$ cat config.mk
export PLATFORM = sky130hd
export DESIGN_NAME = pll_serial_load
export DESIGN_NICKNAME = d
export VERILOG_FILES = /design/src/logic/pll_serial_pkg.sv /design/src/logic/pll_serial_load.sv
export VERILOG_INCLUDE_DIRS = /design/src /design/src/logic
export SDC_FILE = /design/constraint.sdc
export NUM_CORES = 1
export LEC_CHECK = 0
export BUFFER_PORTS_ARGS = -buffer_cell sky130_fd_sc_hd__buf_2
export CAP_MARGIN = 5
export CORE_MARGIN = 2
export CORE_UTILIZATION = 47
export CTS_BUF_LIST = sky130_fd_sc_hd__clkbuf_4 sky130_fd_sc_hd__clkbuf_8
export CTS_CLUSTER_SIZE = 40
export DETAILED_ROUTE_END_ITERATION = 16
export GPL_TIMING_DRIVEN = 0
export PLACE_DENSITY = 0.72
export RECOVER_POWER = 100
export SLEW_MARGIN = 20
export SYNTH_ARGS = -nofsm -noshare
export SYNTH_HDL_FRONTEND = slang
export SYNTH_SLANG_ARGS = --single-unit
export TNS_END_PERCENT = 30
$ cat constraint.sdc
create_clock -name CLK -period 2.5 [get_ports CLK]
set_input_delay 0.25 -clock CLK [delete_from_list [all_inputs] [get_ports CLK]]
set_output_delay 0.25 -clock CLK [all_outputs]
set_load 0.02 [all_outputs]
$ cat src/logic/pll_serial_map.svh
// register offsets and reset values of the serial load block
`ifndef PLL_SERIAL_MAP_SVH
`define PLL_SERIAL_MAP_SVH
`define OFS_STATUS      8'h00
`define OFS_MASK        8'h04
`define OFS_LOCK_THRESH 8'h08
`define OFS_FIRST       8'h0C
`define OFS_SECOND      8'h10
`define OFS_ENH         8'h14
`define OFS_PINS        8'h18
`define EV_LOAD         0
`define EV_LOCK_GAIN    1
`define EV_LOCK_LOSS    2
`define EV_WIDTH        3
`define MASK_RST        3'h0
`define LOCK_THRESH_RST 8'h10
`define PINS_WIDTH      8
`define PINS_RST        8'h24
`endif

$ cat src/logic/pll_serial_pkg.sv
// types shared by the serial load block
package pll_serial_pkg;
  typedef enum logic [1:0] {
    DIAG_LOCK,
    DIAG_CEXT,
    DIAG_FIRST_MSB,
    DIAG_PUMP_UP
  } diag_sel_e;
endpackage

$ cat src/logic/pll_serial_load.sv
// serial load, counter source select and lock detect of the synthesizer
// Functional notes
// - shifting happens only while the load strobe is low
// - strobe rising edge copies the first-stage register into the second
// - enhancement select low: shift data into 20-bit first-stage register
// - enhancement select high: shift data into 8-bit enhancement register
// - source select 1 uses first-stage word, 0 uses second-stage word
// - enhancement bits act only while the enhancement mode pin is low
// - filter node carries nand of pump up and pump down pulses
// - lock output is open drain, following the filtered node level
// - locked releases the lock pin; otherwise it pulls low
// - diagnostic output enabled only in enhancement mode, enh bits select
// - charge pump sources when feedback leads, sinks when it lags
//
// Decided for this implementation: the AHB-Lite interface to the registers and the placing of the registers.
`timescale 1ns/1ns
`default_nettype none
`include "pll_serial_map.svh"
module pll_serial_load
  import pll_serial_pkg::*;
#(
  parameter int FIRST_W = 20,
  parameter int ENH_W   = 8
) (
  input  wire  logic               CLK,
  input  wire  logic               RESET,
  input  wire  logic               SCLK,
  input  wire  logic               SDATA,
  input  wire  logic               SLOAD,
  input  wire  logic               ENH_SEL,
  input  wire  logic               SRC_SEL,
  input  wire  logic               ENH_MODE_N,
  input  wire  logic               PUMP_UP,
  input  wire  logic               PUMP_DOWN,
  output logic [FIRST_W-1:0]       COUNTER_WORD,
  output logic [ENH_W-1:0]         ENH_BITS,
  output logic                     CEXT,
  output logic                     LOCK_O,
  output logic                     LOCK_OE,
  output logic                     DIAG_O,
  output logic                     DIAG_OE,
  output logic                     CHARGE_PUMP_SOURCE,
  output logic                     CHARGE_PUMP_SINK,
  output logic                     IRQ,
  input  wire  logic               HSEL,
  input  wire  logic [31:0]        HADDR,
  input  wire  logic [1:0]         HTRANS,
  input  wire  logic               HWRITE,
  input  wire  logic [2:0]         HSIZE,
  input  wire  logic               HREADY,
  input  wire  logic [31:0]        HWDATA,
  output logic [31:0]              HRDATA,
  output logic                     HREADYOUT,
  output logic                     HRESP
);

  // pin synchronisers, bit order matches the raw vector
  logic [`PINS_WIDTH-1:0] pin_raw;
  logic [`PINS_WIDTH-1:0] meta_q;
  logic [`PINS_WIDTH-1:0] sync_q;
  logic                   sclk_prev_q;
  logic                   sload_prev_q;

  assign pin_raw = {PUMP_DOWN, PUMP_UP, ENH_MODE_N, SRC_SEL,
                    ENH_SEL, SLOAD, SDATA, SCLK};

  always_ff @(posedge CLK) begin
    if (RESET) begin
      meta_q <= `PINS_RST;
      sync_q <= `PINS_RST;
    end else begin
      meta_q <= pin_raw;
      sync_q <= meta_q;
    end
  end

  logic sclk_s;
  logic sdata_s;
  logic sload_s;
  logic enh_sel_s;
  logic src_sel_s;
  logic enh_mode_n_s;
  logic up_s;
  logic down_s;
  assign {down_s, up_s, enh_mode_n_s, src_sel_s,
          enh_sel_s, sload_s, sdata_s, sclk_s} = sync_q;

  always_ff @(posedge CLK) begin
    if (RESET) begin
      sclk_prev_q  <= 1'b0;
      sload_prev_q <= 1'b1;
    end else begin
      sclk_prev_q  <= sclk_s;
      sload_prev_q <= sload_s;
    end
  end

  logic sclk_rise;
  logic sload_rise;
  logic shift_ok;
  assign sclk_rise  = sclk_s & ~sclk_prev_q;
  assign sload_rise = sload_s & ~sload_prev_q;
  assign shift_ok   = sclk_rise & ~sload_s;

  // shift registers, msb first
  logic [FIRST_W-1:0] first_q;
  logic [FIRST_W-1:0] second_q;
  logic [ENH_W-1:0]   enh_q;

  always_ff @(posedge CLK) begin
    if (RESET) begin
      first_q <= '0;
    end else if (shift_ok && !enh_sel_s) begin
      first_q <= {first_q[FIRST_W-2:0], sdata_s};
    end
  end

  always_ff @(posedge CLK) begin
    if (RESET) begin
      enh_q <= '0;
    end else if (shift_ok && enh_sel_s) begin
      enh_q <= {enh_q[ENH_W-2:0], sdata_s};
    end
  end

  always_ff @(posedge CLK) begin
    if (RESET) begin
      second_q <= '0;
    end else if (sload_rise) begin
      second_q <= first_q;
    end
  end

  // counter source and enhancement gating
  always_ff @(posedge CLK) begin
    if (RESET) begin
      COUNTER_WORD <= '0;
      ENH_BITS     <= '0;
    end else begin
      COUNTER_WORD <= src_sel_s ? first_q : second_q;
      ENH_BITS     <= enh_mode_n_s ? '0 : enh_q;
    end
  end

  // phase error node, lock filter and charge pump direction
  logic [7:0] thresh_q;
  logic [7:0] cnt_q;
  logic       locked_q;

  always_ff @(posedge CLK) begin
    if (RESET) begin
      CEXT               <= 1'b1;
      CHARGE_PUMP_SOURCE <= 1'b0;
      CHARGE_PUMP_SINK   <= 1'b0;
    end else begin
      CEXT               <= ~(up_s & down_s);
      CHARGE_PUMP_SOURCE <= up_s & ~down_s;
      CHARGE_PUMP_SINK   <= down_s & ~up_s;
    end
  end

  // digital stand-in for the external capacitor
  always_ff @(posedge CLK) begin
    if (RESET) begin
      cnt_q <= '0;
    end else if (!CEXT) begin
      cnt_q <= '0;
    end else if (cnt_q < thresh_q) begin
      cnt_q <= cnt_q + 8'h01;
    end
  end

  always_ff @(posedge CLK) begin
    if (RESET) begin
      locked_q <= 1'b0;
    end else begin
      locked_q <= CEXT && (cnt_q >= thresh_q);
    end
  end

  assign LOCK_O  = 1'b0;
  assign LOCK_OE = ~locked_q;

  // diagnostic output
  diag_sel_e diag_sel;
  logic      diag_d;
  assign diag_sel = diag_sel_e'(enh_q[1:0]);

  always_comb begin
    case (diag_sel)
      DIAG_LOCK:      diag_d = locked_q;
      DIAG_CEXT:      diag_d = CEXT;
      DIAG_FIRST_MSB: diag_d = first_q[FIRST_W-1];
      default:        diag_d = up_s;
    endcase
  end

  always_ff @(posedge CLK) begin
    if (RESET) begin
      DIAG_O  <= 1'b0;
      DIAG_OE <= 1'b0;
    end else begin
      DIAG_O  <= enh_mode_n_s ? 1'b0 : diag_d;
      DIAG_OE <= ~enh_mode_n_s;
    end
  end

  // ahb-lite slave, zero wait states
  logic              rd_take;
  logic              wr_take;
  logic              wr_pend_q;
  logic [7:0]        wr_addr_q;
  logic [7:0]        addr;
  logic [`EV_WIDTH-1:0] status_q;
  logic [`EV_WIDTH-1:0] mask_q;
  logic [`EV_WIDTH-1:0] ev;
  logic [`EV_WIDTH-1:0] clr;
  logic              locked_prev_q;
  logic [31:0]       rdata_d;

  assign addr    = HADDR[7:0];
  assign rd_take = HSEL & HTRANS[1] & HREADY & ~HWRITE;
  assign wr_take = HSEL & HTRANS[1] & HREADY & HWRITE;
  assign HREADYOUT = 1'b1;
  assign HRESP     = 1'b0;

  always_ff @(posedge CLK) begin
    if (RESET) begin
      wr_pend_q <= 1'b0;
      wr_addr_q <= '0;
    end else begin
      wr_pend_q <= wr_take;
      wr_addr_q <= addr;
    end
  end

  always_ff @(posedge CLK) begin
    if (RESET) begin
      mask_q   <= `MASK_RST;
      thresh_q <= `LOCK_THRESH_RST;
    end else if (wr_pend_q) begin
      if (wr_addr_q == `OFS_MASK) begin
        mask_q <= HWDATA[`EV_WIDTH-1:0];
      end else if (wr_addr_q == `OFS_LOCK_THRESH) begin
        thresh_q <= HWDATA[7:0];
      end
    end
  end

  always_comb begin
    rdata_d = 32'h0000_0000;
    if (addr == `OFS_STATUS) begin
      rdata_d[`EV_WIDTH-1:0] = status_q;
    end else if (addr == `OFS_MASK) begin
      rdata_d[`EV_WIDTH-1:0] = mask_q;
    end else if (addr == `OFS_LOCK_THRESH) begin
      rdata_d[7:0] = thresh_q;
    end else if (addr == `OFS_FIRST) begin
      rdata_d[FIRST_W-1:0] = first_q;
    end else if (addr == `OFS_SECOND) begin
      rdata_d[FIRST_W-1:0] = second_q;
    end else if (addr == `OFS_ENH) begin
      rdata_d[ENH_W-1:0] = enh_q;
    end else if (addr == `OFS_PINS) begin
      rdata_d[7:0] = {locked_q, CEXT, enh_mode_n_s, src_sel_s,
                      enh_sel_s, sload_s, 2'b00};
    end
  end

  always_ff @(posedge CLK) begin
    if (RESET) begin
      HRDATA <= 32'h0000_0000;
    end else if (rd_take) begin
      HRDATA <= rdata_d;
    end
  end

  // sticky events, read clears, set wins
  always_ff @(posedge CLK) begin
    if (RESET) begin
      locked_prev_q <= 1'b0;
    end else begin
      locked_prev_q <= locked_q;
    end
  end

  assign ev  = {~locked_q & locked_prev_q, locked_q & ~locked_prev_q,
                sload_rise};
  assign clr = (rd_take && addr == `OFS_STATUS) ? '1 : '0;

  always_ff @(posedge CLK) begin
    if (RESET) begin
      status_q <= '0;
    end else begin
      status_q <= (status_q & ~clr) | ev;
    end
  end

  assign IRQ = |(status_q & mask_q);
endmodule
`default_nettype wire

==> flow_summary.ini <==
[outcome]
status = finished, final reports clean

[floorplanning]
num_rows = 41
io-pin-count = 152
initial_core_util_pct = 48.0
core_sq_um = 12600
dieHeight_um = 117
dieArea_sq_um = 13700
die_w_um = 117

[route]
antenna_left = 0
drcViolationCount = 0
wl_um = 14900
wl_per_cell_um = 15.3
via_count = 5029
via_per_inst = 5.18
dr.pass1.iters = 5
drt_iter0_drc = 378

[final_layout]
regArea_sq_um = 3040
mostFrequentLayoutCell = dfxtp_1
num_antenna_cells = 0
final_cell_mix = 152 x dfxtp_1, 104 x nand2_1, 93 x clkbuf_1
syn_to_final_growth_pct = 17.3
drive_above_1_share_pct = 10.9
multiInputGateArea_sq_um = 2650
nets = 878
nFillCells = 1179

[pwr]
pwr-share-seq_pct = 52.0
power.switching_mw = 1.10
p_sw_share_pct = 23.3
leakagePower_nw = 2.62
power_mw = 4.73
p_int_mw = 3.63
p_comb_share_pct = 5.4
pwr-share-clk_pct = 42.6
vdd_ir_drop_max_v = 0.000399
power.density_nw_per_um2 = 669

[sta]
rsz0062_at_grt = false
min_period_ns = 2.24
clock_skew_ns = 0.0182
fin_crit_sh_pct = 89.4
hold_violations = 0
setup_violations = 0
fmax_ghz = 0.447
slew_violations = 0
tightest_slew_ns = 0.748
setup_tns_ns = 0
slew_headroom_pct = 50.2

[logic_synthesis]
async_flop_share_pct = 0
synth-adder-area-share_pct = 1.87
synth_cells = 666
synthXorXnorAreaFrac_pct = 0
synth.area.top_cells = dfxtp_1 50%, mux2i_1 7.0%, nand2_1 6.5%
ys_seq_elements = 152
yosys.area.top_type = dfxtp_1
synth.avg_cell_area_sq_um = 9.05
yosysSeqAreaShare_pct = 50.5
synth_ff_type = dfxtp_1
synth_area_sq_um = 6030
yosys.area_share.simple_pct = 19.8
ys_types = 51
synth.top_cell.area_share_pct = 50.5
synth_compound_area_share_pct = 14.7
synth_warnings = 0
synth_top_family_by_area = simple AND/OR/NAND/NOR gates
synthMuxAreaShare_pct = 7.35
synth_enable_flop_cells = 0

[global_route]
grt_pass1_wl_um = 23100
antenna_found_initial = 0
grt_use_total_pct = 22.1
grt_pass1_vias = 4633
overflow = 0
grt_max_degree = 17

[setup_path]
worst-r2r-cell-count = 8
critical_path_class = reg -> reg
crit_required_ns = 2.87
cp_max_fo = 10
cp-end-kind = flip-flop
start_kind = flip-flop
worstPathArrival_ns = 2.61

[clocking]
cts_tree = done
cts-root-buf = clkbuf_8
h-tree-depth = 4
postCtsSetupBuffers = 0
clk_path_buf_depth = 2
numCtsBuffers = 17
clk_pin_slew_ns = 0.08
clkLatencyLatePin_ns = 0.45
cts_sinks = 152

[placement]
dp_hpwl_um = 10800
routabilityCongestion = 0.889
portBuffers = 84

[job]
maxCapViolations = 0

[worst_hold_path]
holdPathStages = 2
hold_class = in -> reg
[Yosys cell counts (all sizes together) (2+ instances only)]
master,n
dfxtp,152
nand2,104
nor2,59
a21oi,54
mux2i,42
buf,29
clkbuf,28
nor2b,27
o21ai,27
a22oi,17
inv,16
and2,9
ha,9
or2,7
nand2b,6
nor3,6
o22ai,6
or3,6
or4,6
a211oi,5
o211ai,5
a21o,4
a22o,4
nand3,4
nor3b,4
a211o,3
nand4b,3
o221ai,3
o31ai,3
a221oi,2
conb,2
nand4,2
nor4b,2
[cell families after synthesis]
logic type,count (synthesis)
buffers and inverters,73
multiplexers,43
AO/OA/AOI/OAI,138
other,2
AND/OR/NAND/NOR,249
adder cells (fa/ha/maj),9
flip-flops,152
[what timing repair did]
action / 4_1_cts / 5_1_grt
setup endpoints to repair: 0 / 1
endpoints found under the hold margin: 5 / 0
hold buffers: 5 / 0
resized for setup: 0 / 1
[layout make-up]
| class | instances | share of cell area (%) |
|---|---|---|
| clock inverter | 14 | 2.83 |
| timing repair buffer | 89 | 5.63 |
| multi-input combinational | 454 | 37.5 |
| clock buffer | 17 | 3.31 |
| tap | 172 | 3.04 |
| sequential | 152 | 43.0 |
| inverter | 16 | 0.849 |
| buffer | 57 | 3.86 |
[power by group through the flow]
stage               Clock, mW  Combinational (mW)  Sequential, mW
global placement            0               0.241            2.52
detailed placement          0               0.247            2.52
finish                   2.01               0.255            2.46
floorplan                   0               0.168            2.51
CTS                      2.05               0.254            2.46
global route             2.17               0.278            2.46
[per-stage QoR]
stage / utilization, % / cell area, sq um / std cells / hold WS [ns] / worst slack (ns)
floorplan: - / 6080 / 679 / 0.354 / 0.482
global placement: 53.4 / 6710 / 935 / 0.395 / 0.320
detailed placement: 53.4 / 6710 / 935 / 0.395 / 0.243
CTS: 57.3 / 7200 / 971 / 0.00128 / 0.231
global route: 56.3 / 7070 / 971 / 0.00359 / 0.157
finish: 56.3 / 7070 / 971 / 0.0208 / 0.264
[path summary, 6_finish.rpt]
kind / startpoint / end / slack, ns
min reg2reg: meta_q[5]$_SDFF_PP1_ / sync_q[5]$_SDFF_PP1_ / 0.41
min: SRC_SEL / meta_q[4]$_SDFF_PP0_ / 0.02
max: thresh_q[6]$_SDFFE_PP0P_ / cnt_q[5]$_SDFFE_PP0N_ / 0.26
max reg2reg: thresh_q[6]$_SDFFE_PP0P_ / cnt_q[5]$_SDFFE_PP0N_ / 0.26
[layer usage]
metal / global-route usage [%] / wire length (um) / vias to the layer above
li1: - / - / 2491
met1: 28.1 / 6630 / 2323
met2: 35.9 / 7040 / 193
met3: 6.13 / 928 / 22
met4: 8.31 / 286 / 0
met5: 0 / 0 / -
[critical path, stage by stage, from the launching register on]
cell      delay, ns
dfxtp_1        0.37
inv_1          0.06
ha_1           0.31
a21o_1         0.18
a21o_1         0.19
clkbuf_1       0.20
or3_1          0.41
or3_1          0.31
a21oi_1        0.14
[sequential cells by signal (all words and copies together), names as in the netlist, 3 cells and up]
name / count
COUNTER_WORD: 20
HRDATA: 20
first_q: 20
second_q: 20
ENH_BITS: 8
cnt_q: 8
enh_q: 8
meta_q: 8
sync_q: 8
thresh_q: 8
wr_addr_q: 8
mask_q: 3
status_q: 3
Power figures use the tool's default switching activity.
